### src/tape_fn_defines.vh
`ifndef TAPE_FN_DEFINES_VH
`define TAPE_FN_DEFINES_VH

// word and frame geometry
`define WORD_W          30
`define FRAME_W         8
`define ACC_W           38
`define POS_W           6
`define WORD_BITS       6'h1e
`define FRAME_BITS      6'h08
`define FRAMES_PER_GRP  4'hf
`define GRP_LAST        4'he

// main function codes
`define CODE_W          3
`define CODE_SKIP       3'h7
`define CODE_READ_BACK  3'h3

// erase timing
`define CLK_MHZ         10
`define ERASE_TIME_US   30000
`define TIMER_W         24

// delivered word buffer
`define BUF_FULL        2'h2

`endif
### src/nine_track_backward_read_and_erase.v
`timescale 1ns/1ps
`include "tape_fn_defines.vh"
// How it works
// four 30-bit words map onto fifteen 8-bit frames, both directions.
// data words are 30 bits wide, bit 29 most significant.
// first frame met reading backward is frame one of assembly.
// partial final backward word gets zeros at its most significant end.
// processor leaves bits 8 to 5 zero in backward-read function words.
// no bad-track correction during backward read.
// short blocks read backward give an extra word, first word low-zero-padded.
// last backward word holds zeros high, original first word's leading bits low.
// skip-then-write writes exactly like the ordinary nine-track write.
// processor sends erase-only as code 7, even parity, nine-track format.
// even parity on code 7 selects erase-only over skip-then-write.
// processor sends erase-only only to a standard control unit.
// processor supplies exactly one data word after erase-only.
// that word starts forward motion; erase three inches at normal speed.
// then discard the word, report status, raise external interrupt.
// erase-only behaves like seven-track skip-write with stop code.
// processor should use erase-only when recovery needs over three inches.
// no tape motion for erase-only until the data word arrives.
module nine_track_backward_read_and_erase #(
	parameter ERASE_TIME_US = `ERASE_TIME_US,
	parameter ERASE_CYCLES  = ERASE_TIME_US * `CLK_MHZ
) (
	// clock, reset, enable
	input  wire                 i_clk,
	input  wire                 i_rst_n,
	input  wire                 i_ce,
	// function word
	input  wire                 i_func_valid,
	input  wire [`CODE_W-1:0]   i_func_code,
	input  wire                 i_func_even_parity,
	input  wire                 i_track_count_selector,
	output reg                  o_busy,
	// data words from processor
	input  wire                 i_data_valid,
	input  wire [`WORD_W-1:0]   i_data_word,
	input  wire                 i_data_last,
	output reg                  o_data_ready,
	// data words to processor
	output reg                  o_word_valid,
	output reg  [`WORD_W-1:0]   o_word_data,
	input  wire                 i_word_ready,
	// frames read backward from tape
	input  wire                 i_rd_frame_valid,
	input  wire [`FRAME_W-1:0]  i_rd_frame,
	input  wire                 i_rd_block_end,
	output reg                  o_rd_frame_ready,
	// frames to write
	output reg                  o_wr_frame_valid,
	output reg  [`FRAME_W-1:0]  o_wr_frame,
	input  wire                 i_wr_frame_ready,
	// tape unit
	input  wire                 i_at_speed,
	output reg                  o_motion_fwd,
	output reg                  o_motion_rev,
	output reg                  o_erase_on,
	// status and interrupt
	output reg                  o_status_valid,
	output reg                  o_status_abnormal,
	output reg                  o_ext_interrupt
);
	localparam [6:0] S_IDLE    = 7'h01;
	localparam [6:0] S_WAIT    = 7'h02;
	localparam [6:0] S_SPEEDUP = 7'h04;
	localparam [6:0] S_ERASE   = 7'h08;
	localparam [6:0] S_WRITE   = 7'h10;
	localparam [6:0] S_READ    = 7'h20;
	localparam [6:0] S_DONE    = 7'h40;
	localparam [`TIMER_W-1:0] ERASE_LAST = ERASE_CYCLES - 1;

	reg  [6:0]           state,  next_state;
	reg                  op_erase, next_op_erase;
	reg  [`ACC_W-1:0]    acc,    next_acc;
	reg  [`POS_W-1:0]    pos,    next_pos;
	reg                  last_seen, next_last_seen;
	reg  [`TIMER_W-1:0]  timer,  next_timer;
	reg  [3:0]           grp,    next_grp;
	reg  [1:0]           fcnt,   next_fcnt;
	reg  [`WORD_W-1:0]   spare,  next_spare;
	reg  [`WORD_W-1:0]   next_word_data;
	reg                  next_wr_valid;
	reg  [`FRAME_W-1:0]  next_wr_frame;
	reg                  next_abnormal;
	reg                  push;
	reg  [`WORD_W-1:0]   push_word;
	reg  [`ACC_W-1:0]    wide;
	reg                  sync1, sync2, sync3, at_speed;
	wire pop       = o_word_valid & i_word_ready;
	wire data_take = i_data_valid & o_data_ready;
	wire frm_take  = i_rd_frame_valid & o_rd_frame_ready;
	wire end_take  = i_rd_block_end & o_rd_frame_ready;
	wire wr_free   = ~o_wr_frame_valid | i_wr_frame_ready;

	// at-speed pin: three flops, level taken once the last two agree
	always @(posedge i_clk or negedge i_rst_n) begin
		if (!i_rst_n) begin
			sync1    <= 1'b0;
			sync2    <= 1'b0;
			sync3    <= 1'b0;
			at_speed <= 1'b0;
		end else if (i_ce) begin
			sync1 <= i_at_speed;
			sync2 <= sync1;
			sync3 <= sync2;
			if (sync2 == sync3) begin
				at_speed <= sync3;
			end
		end
	end

	// sequencing, word assembly and frame packing
	always @* begin
		next_state     = state;
		next_op_erase  = op_erase;
		next_acc       = acc;
		next_pos       = pos;
		next_last_seen = last_seen;
		next_timer     = timer;
		next_grp       = grp;
		next_abnormal  = o_status_abnormal;
		next_wr_valid  = o_wr_frame_valid & ~i_wr_frame_ready;
		next_wr_frame  = o_wr_frame;
		push           = 1'b0;
		push_word      = acc[`WORD_W-1:0];
		wide           = acc | ({{(`ACC_W-`FRAME_W){1'b0}}, i_rd_frame} << pos);
		case (state)
			S_IDLE: begin
				if (i_func_valid && i_track_count_selector) begin
					// parity split
					if (i_func_code == `CODE_SKIP) begin
						next_op_erase = i_func_even_parity;
						next_state    = S_WAIT;
					end else if (i_func_code == `CODE_READ_BACK) begin
						next_acc   = {`ACC_W{1'b0}};
						next_pos   = {`POS_W{1'b0}};
						next_grp   = 4'h0;
						next_state = S_READ;
					end
				end
			end
			S_WAIT: begin
				// motion waits for word
				if (data_take) begin
					// first word loads the packer, msb first
					next_acc       = {i_data_word, {`FRAME_W{1'b0}}};
					next_pos       = `WORD_BITS;
					next_last_seen = i_data_last;
					next_state     = S_SPEEDUP;
				end
			end
			S_SPEEDUP: begin
				// erase timing starts at normal speed
				if (at_speed) begin
					next_timer = {`TIMER_W{1'b0}};
					next_state = S_ERASE;
				end
			end
			S_ERASE: begin
				next_timer = timer + 1'b1;
				if (timer == ERASE_LAST) begin
					// erase-only drops the word here
					// same path as skip, minus the write
					next_state = op_erase ? S_DONE : S_WRITE;
				end
			end
			S_WRITE: begin
				// frames leave msb first, 15 per four words
				if (data_take) begin
					next_acc       = acc | ({i_data_word, {`FRAME_W{1'b0}}} >> pos);
					next_pos       = pos + `WORD_BITS;
					next_last_seen = i_data_last;
				end else if (wr_free) begin
					if (pos >= `FRAME_BITS || (last_seen && pos != 6'h00)) begin
						// a short tail is zero-padded low
						next_wr_valid = 1'b1;
						next_wr_frame = acc[`ACC_W-1:`ACC_W-`FRAME_W];
						next_acc      = acc << `FRAME_BITS;
						next_pos      = (pos >= `FRAME_BITS) ? pos - `FRAME_BITS : 6'h00;
					end else if (last_seen) begin
						next_state = S_DONE;
					end
				end
			end
			S_READ: begin
				// frames used as read, no track repair
				if (frm_take) begin
					// first frame read lands in the low bits
					// so pad bits of a short block end up low
					next_grp = (grp == `GRP_LAST) ? 4'h0 : grp + 1'b1;
					// word closes at 30 bits
					if (pos + `FRAME_BITS >= `WORD_BITS) begin
						push      = 1'b1;
						push_word = wide[`WORD_W-1:0];
						next_acc  = {{`WORD_W{1'b0}}, wide[`ACC_W-1:`WORD_W]};
						next_pos  = pos + `FRAME_BITS - `WORD_BITS;
					end else begin
						next_acc = wide;
						next_pos = pos + `FRAME_BITS;
					end
				end else if (end_take) begin
					// partial word keeps zeros at its top
					// leading bits of first written word sit low
					push          = (pos != 6'h00);
					next_abnormal = (grp != 4'h0);
					next_state    = S_DONE;
				end
			end
			S_DONE: begin
				next_state = S_IDLE;
			end
			default: begin
				next_state = S_IDLE;
			end
		endcase
	end

	// two-entry word buffer: head is the output register, spare behind it
	always @* begin
		next_fcnt      = fcnt;
		next_word_data = o_word_data;
		next_spare     = spare;
		if (push && !pop) begin
			next_fcnt = fcnt + 1'b1;
			if (fcnt == 2'h0) begin
				next_word_data = push_word;
			end else begin
				next_spare = push_word;
			end
		end else if (pop && !push) begin
			next_fcnt      = fcnt - 1'b1;
			next_word_data = spare;
		end else if (pop && push) begin
			if (fcnt == 2'h1) begin
				next_word_data = push_word;
			end else begin
				next_word_data = spare;
				next_spare     = push_word;
			end
		end
	end

	// state register; every output is a flop
	always @(posedge i_clk or negedge i_rst_n) begin
		if (!i_rst_n) begin
			state             <= S_IDLE;
			op_erase          <= 1'b0;
			acc               <= {`ACC_W{1'b0}};
			pos               <= {`POS_W{1'b0}};
			last_seen         <= 1'b0;
			timer             <= {`TIMER_W{1'b0}};
			grp               <= 4'h0;
			fcnt              <= 2'h0;
			spare             <= {`WORD_W{1'b0}};
			o_word_data       <= {`WORD_W{1'b0}};
			o_word_valid      <= 1'b0;
			o_wr_frame_valid  <= 1'b0;
			o_wr_frame        <= {`FRAME_W{1'b0}};
			o_data_ready      <= 1'b0;
			o_rd_frame_ready  <= 1'b0;
			o_busy            <= 1'b0;
			o_motion_fwd      <= 1'b0;
			o_motion_rev      <= 1'b0;
			o_erase_on        <= 1'b0;
			o_status_valid    <= 1'b0;
			o_status_abnormal <= 1'b0;
			o_ext_interrupt   <= 1'b0;
		end else if (i_ce) begin
			state             <= next_state;
			op_erase          <= next_op_erase;
			acc               <= next_acc;
			pos               <= next_pos;
			last_seen         <= next_last_seen;
			timer             <= next_timer;
			grp               <= next_grp;
			fcnt              <= next_fcnt;
			spare             <= next_spare;
			o_word_data       <= next_word_data;
			o_word_valid      <= (next_fcnt != 2'h0);
			o_wr_frame_valid  <= next_wr_valid;
			o_wr_frame        <= next_wr_frame;
			o_status_abnormal <= (state == S_IDLE) ? 1'b0 : next_abnormal;
			// take a word only while the packer has room below one frame
			o_data_ready      <= (next_state == S_WAIT) ||
				(next_state == S_WRITE && next_pos < `FRAME_BITS && !next_last_seen);
			// stall the tape side while the word buffer is full
			o_rd_frame_ready  <= (next_state == S_READ) && (next_fcnt != `BUF_FULL);
			o_busy            <= (next_state != S_IDLE);
			// forward motion from word arrival to completion
			o_motion_fwd      <= next_state[2] | next_state[3] | next_state[4];
			o_motion_rev      <= (next_state == S_READ);
			o_erase_on        <= (next_state == S_ERASE);
			// status and interrupt at completion
			o_status_valid    <= (next_state == S_DONE);
			o_ext_interrupt   <= (next_state == S_DONE);
		end
	end
endmodule

### config.mk
export PLATFORM = sky130hd
export DESIGN_NAME = nine_track_backward_read_and_erase
export DESIGN_NICKNAME = d
export VERILOG_FILES = /design/src/nine_track_backward_read_and_erase.v
export VERILOG_INCLUDE_DIRS = /design/src /design/src/src
export SDC_FILE = /design/constraint.sdc
export NUM_CORES = 1
export LEC_CHECK = 0
export ABC_AREA = 1
export BUFFER_PORTS_ARGS = -buffer_cell sky130_fd_sc_hd__buf_4
export CAP_MARGIN = 40
export CORE_UTILIZATION = 40
export CTS_BUF_LIST = sky130_fd_sc_hd__clkbuf_16
export CTS_CLUSTER_SIZE = 14
export DETAILED_ROUTE_END_ITERATION = 16
export PLACE_DENSITY_LB_ADDON = 0.08
export SYNTH_ARGS = -nofsm -noshare
export SYNTH_HDL_FRONTEND = slang
export SYNTH_SLANG_ARGS = --single-unit
export TNS_END_PERCENT = 1
### constraint.sdc
create_clock -name i_clk -period 4.4 [get_ports i_clk]
set_clock_uncertainty 0.05 [all_clocks]
set_input_delay 0.66 -clock i_clk [delete_from_list [all_inputs] [get_ports i_clk]]
set_output_delay 0.66 -clock i_clk [all_outputs]
set_load 0.1 [all_outputs]
# Word-level counts from Yosys, hierarchy flattened
# Index checks and enable logic that the tools add are counted.
# classes
addsub,8
magnitude_cmp,3
eq_ne,32
shift,2
n_mux,72
n_bitwise,13
n_reduce_logical,33
# op_table
cell,count
30-bit 2-to-1 mux,13
38-bit 2-to-1 mux,9
38-bit case mux with 4 select lines,1
7-bit 2-to-1 mux,13
38-bit OR,2
6-bit 2-to-1 mux,10
24-bit case mux with 2 select lines,1
7-bit case mux with 6 select lines,1
8-bit by 6-bit << shifter with 38-bit output,1
38-bit by 6-bit right shift with 38-bit output,1
24-bit by 1-bit adder with 24-bit output (second input constant),1
24-bit by 19-bit equality test with 1-bit output (second input constant),1
24-bit 2-to-1 mux,1
6-bit case mux with 4 select lines,1
4-bit 2-to-1 mux,5
2-bit != test (second input constant),10
7-bit by 2-bit equality test with 1-bit output (second input constant),2
7-bit by 4-bit equality test with 1-bit output (second input constant),2
7-bit by 5-bit equality test with 1-bit output (second input constant),2
7-bit by 6-bit equality test with 1-bit output (second input constant),2
1-bit 2-to-1 mux,14
5-bit AND reduction,2
2-bit nonzero test,5
9-bit AND reduction,1
38 further kinds,62
# word_totals
ff_bits,165
in_bits,54
out_inout_bits,49
wordCells,188

# Depth between registers and ports, before layout
# depth
depth_word,11
ltp_mapped,19
depth_no_buf,16

# Least setup slack after synthesis
# Ideal clock, no wire load.
# synth_timing
path_type,register to register
start,register pos[3]
end,register spare[3]
setup_time_ps,125
arrival_ps,2449
t_required_ps,4225
slack_ps,1776
stages_incl_launch_ff,16
n_path_buf,3
synth_period_minus_slack_ps,2624
path_cell_list,dfrtp_1 > inv_1 > buf_2 > buf_1 > ha_1 > nand4_1 > nand2_4 > nand2_4 > nor2_8 > inv_2 > nand2_2 > inv_2 > nor2_4 > nand3_4 > buf_6 > mux2_4
# synth_via
elab_chain_cells,9
elab_cells_between_ends,26
cone_classes,add/sub: 1; order compare: 1; eq/ne: 3; shift: 1; mux: 12; bitwise: 1; reduce/logical: 7
# synth_rtl
element,line_no,text
start: declaration,nine_track_backward_read_and_erase.v:76,"reg [`POS_W-1:0] pos, next_pos;"
start signal: assignment,nine_track_backward_read_and_erase.v:250,pos <= {`POS_W{1'b0}};
start signal: assignment,nine_track_backward_read_and_erase.v:273,pos <= next_pos;
6-bit by 4-bit adder with 6-bit output (no line) or 8-bit by 6-bit << shifter with 38-bit output (tied branches),-,
6-bit by 5-bit greater-or-equal comparator with 1-bit output (no line) or 38-bit OR (tied branches),-,
1-bit 2-to-1 mux or 30-bit 2-to-1 mux (tied branches),nine_track_backward_read_and_erase.v:193,if (pos + `FRAME_BITS >= `WORD_BITS) begin
1-bit 2-to-1 mux or 30-bit 2-to-1 mux (tied branches),nine_track_backward_read_and_erase.v:188,if (frm_take) begin
1-bit 2-to-1 mux or 30-bit 2-to-1 mux (tied branches),nine_track_backward_read_and_erase.v:128,case (state)
1-bit zero test or 30-bit 2-to-1 mux (tied branches),"nine_track_backward_read_and_erase.v:231, nine_track_backward_read_and_erase.v:235",
1-bit logical AND or 30-bit 2-to-1 mux (tied branches),"nine_track_backward_read_and_erase.v:231, nine_track_backward_read_and_erase.v:234",
2-bit != test (no line) or 30-bit 2-to-1 mux (tied branches),-,
5-bit AND reduction (no line) or 30-bit 2-to-1 mux (tied branches),-,
end signal: assignment,nine_track_backward_read_and_erase.v:255,spare <= {`WORD_W{1'b0}};
end signal: assignment,nine_track_backward_read_and_erase.v:278,spare <= next_spare;
end: declaration,nine_track_backward_read_and_erase.v:81,"reg [`WORD_W-1:0] spare, next_spare;"
# Several ways; a longest one is shown, not always the timed one. The select of a mux whose other input is x is not followed.
# A chain may end at the register's enable or synchronous reset.

# Final worst setup path
# layout_timing
start,register pos[1]
end,register acc[11]
# layout_via
elab_chain_cells,5
elab_cells_between_ends,16
cone_classes,add/sub: 1; order compare: 2; eq/ne: 1; shift: 2; mux: 4; bitwise: 2; reduce/logical: 4
# layout_rtl
element,line_no,text
"6-bit by 4-bit adder with 6-bit output (no line), or another cell as far along",-,
"6-bit by 5-bit greater-or-equal comparator with 1-bit output (no line), or another cell as far along",-,
38-bit 2-to-1 mux or 1-bit logical OR (tied branches),"nine_track_backward_read_and_erase.v:193, nine_track_backward_read_and_erase.v:175",
38-bit 2-to-1 mux or 3-bit != test (tied branches),-,
38-bit case mux with 4 select lines or 9-bit AND reduction (tied branches),-,
end signal: assignment,nine_track_backward_read_and_erase.v:249,acc <= {`ACC_W{1'b0}};
end signal: assignment,nine_track_backward_read_and_erase.v:272,acc <= next_acc;
end: declaration,nine_track_backward_read_and_erase.v:75,"reg [`ACC_W-1:0] acc, next_acc;"
# Several ways; a longest one is shown, not always the timed one. The select of a mux whose other input is x is not followed.

==> flow_summary.ini <==
[drt]
ant_nets = 0
dr_total_vias = 11800
first_pass_iters = 6
remaining_drc_errors = 0
initialDrtViolationCount = 1465
wl_per_cell_um = 21.0
routed_via_density = 5.60
wl_um = 44400

[floorplan]
ioPinCount = 103
core_area_mm2 = 0.0277
dieArea_mm2 = 0.0288
start_util_pct = 40.7
rows = 61
fp.dieW_um = 170
die_h_um = 170

[yosys]
synth_ff_type = dfrtp_1
post-synth-top-count-cell = nand2_1
synth_area_mm2 = 0.0113
synth_top_family_by_area = simple AND/OR/NAND/NOR gates
yosys.area.top_type = dfrtp_1
synth_compound_area_share_pct = 21.8
synth_simple_gate_area_share_pct = 29.5
synth.area.top_cells = dfrtp_1 36%, nand2_1 18%, o21ai_0 11%, inv_1 4.8%, nand3_1 4.0%
synthArstFlopShare_pct = 100
ys_warn_count = 0
synthXorXnorAreaFrac_pct = 0.700
synth_top_area_share_pct = 36.2
synth_cells = 1661
syn_nets = 1728
synth_cell_types = 53
synth_mux_area_share_pct = 1.29
avgSynthCellArea_um2 = 6.78
ys_seq_area_share_pct = 36.4
synth-seq-cells = 164
synth_common_cells = 529 x nand2_1, 252 x o21ai_0, 163 x dfrtp_1
synth_adder_area_share_pct = 1.44
synth_edf_count = 0

[cells_and_area]
syn2layout_area_growth_pct = 14.8
nFillCells = 2960
final_core_util_pct = 46.7
antennaDiodeCount = 0
drive_gt1_share_pct = 12.1
nets = 1791

[critical_path]
rrSetupSlack_ps = 1040
worstSetupPathType = register to register
crit_top_cell = nand2_1
worstPathCellList = inv_2, ha_1, nand2_1, nand3_1, inv_1, nand2_1, nand2_1, nand2_1, nand3_4, a31oi_4, o21ai_0, o21ai_0
cp-start-kind = register
end_kind = register
cp_max_fo = 25
slowest_stage = a31oi_4
worstPathArrival_ps = 3660
slowest_delay_ps = 810
required_ps = 4710

[clocking]
cts_tree = yes
cts.clk_slew.worst_paths_ps = 70
cts.path.max_buffers = 2
post_cts_resized = 0
post_cts_buffers = 0
clk_latency_ps = 440
root_buffer = clkbuf_16
cts.sinks = 164
hold_buffers = 0
cts-buffers-inserted = 17
htreeDepth = 4

[timing]
clock.fmax_mhz = 298
worstMarginPinSlew_ps = 896
setup-violations-final = 0
slew_headroom_pct = 39.6
setup_tns_ps = 0
maxSlewViolCount = 0
setup_slack_ps = 1040
hold_violations = 0
rsz0062_at_grt = false
post-route-min-period_ps = 3360
timing.final.crit_share_pct = 76.3

[global_route]
antenna_found_initial = 0
grt_pass1_vias = 11000
grt_pass1_wl_um = 68300
grt_start_max_net_pins = 66
grtUsageTotal_pct = 31.6
overflow = 0

[min_path]
hold_path.class = input port to asynchronous set/reset pin

[placement]
gp_congestion = 0.979
hpwl_um = 32800
port_buffers = 102
pre_cts_ws_ps = 1070

[pwr]
vdd_drop_max_v = 0.000335
p_per_area_mw_per_mm2 = 600
p_leak_uw = 0.00624

[flow_run]
maxCapViolations = 0

[outcome]
status = finished, final reports clean
-- layout by cell type (no fill, tap or decap), types with 5 or more instances in the layout --
cell | Yosys | final
dfrtp_1 | 163 | 162
a22oi_1 | 14 | 14
nand2_2 | 8 | 8
o21ai_0 | 252 | 252
nor2_1 | 87 | 86
nor3_1 | 15 | 15
nor4_1 | 9 | 9
o21a_1 | 5 | 5
nor2_2 | 7 | 8
o22ai_1 | 6 | 6
o31ai_1 | 7 | 7
inv_1 | 144 | 144
o211ai_1 | 33 | 33
ha_1 | 13 | 13
inv_6 | 0 | 6
o21ai_1 | 19 | 19
buf_4 | 10 | 123
nand2_1 | 529 | 529
nand3_1 | 89 | 89
a31oi_1 | 9 | 9
inv_2 | 8 | 8
xor2_1 | 7 | 7
clkbuf_16 | 0 | 17
or2_2 | 7 | 7
nand4_1 | 20 | 20
a21oi_1 | 78 | 78
o221ai_1 | 6 | 6
-- metrics by stage --
| step | cells | power (uW) | hold slack (ps) | area (um^2) |
|---|---|---|---|---|
| 2_1_floorplan | 1661 | 4770 | 314 | 11300 |
| 3_3_place_gp | 2082 | 6100 | 403 | 12300 |
| 3_5_place_dp | 2083 | 6070 | 415 | 12300 |
| 4_1_cts | 2114 | 7710 | 111 | 12900 |
| 5_1_grt | 2114 | 8130 | 132 | 12900 |
| 6_report | 2114 | 7750 | 99.4 | 12900 |
-- critical path: cells and delay by family (launching register included) --
kind	cells	cell delay [ps]
fa+ha+maj	1	310
flops	1	410
simple gates	6	890
compound gates	3	1120
buf+inv	2	470
-- flip-flops by register name, summed over array words and instances (netlist names), 2 cells and up --
signal	flops
timer	24
grp	4
o_word_data	30
acc	38
state	7
pos	5
spare	30
fcnt	2
o_wr_frame	8
-- power breakdown --
| group | total, uW | internal, uW | switching (uW) |
|---|---|---|---|
| clock network | 1620 | 909 | 709 |
| registers | 1920 | 1750 | 175 |
| logic | 4210 | 941 | 3270 |
| total | 7750 | 3600 | 4160 |
-- metal layers --
layer	wire, um	GRT usage [%]
met2	18300	44.7
met5	0	0
met4	1130	9.95
met3	3330	5.37
met1	21700	48.0
-- cell type report --
| type | instances | area (um^2) | share of cell area (%) |
|---|---|---|---|
| Sequential cell | 164 | 4110 | 31.8 |
| Inverter | 154 | 581 | 4.49 |
| Clock inverter | 14 | 190 | 1.47 |
| Clock buffer | 17 | 425 | 3.29 |
| Multi-Input combinational cell | 1261 | 6170 | 47.7 |
| Tap cell | 378 | 473 | 3.66 |
| Timing Repair Buffer | 126 | 982 | 7.60 |
-- final timing paths --
check                                 from        end  cells after the start
worst min register to register       sync1      sync1                      2
worst max register to register      pos[1]    acc[11]                     12
min in group i_clk              i_at_speed      sync1                      3
worst min-delay path               i_rst_n  timer[17]                      1
max in group asynchronous          i_rst_n    acc[37]                      2
worst max-delay path                pos[1]    acc[11]                     12
-- kinds of logic (layout without fill, tap and decap cells) --
| family | after synthesis | in the layout |
|---|---|---|
| AND/OR/NAND/NOR | 785 | 785 |
| flip-flops | 164 | 164 |
| AO/OA/AOI/OAI | 442 | 442 |
| multiplexers | 12 | 12 |
| buffers and inverters | 236 | 311 |
| adder cells (fa/ha/maj) | 13 | 13 |
| XOR/XNOR | 9 | 9 |
Note: power is estimated with default switching activity, not from simulation.
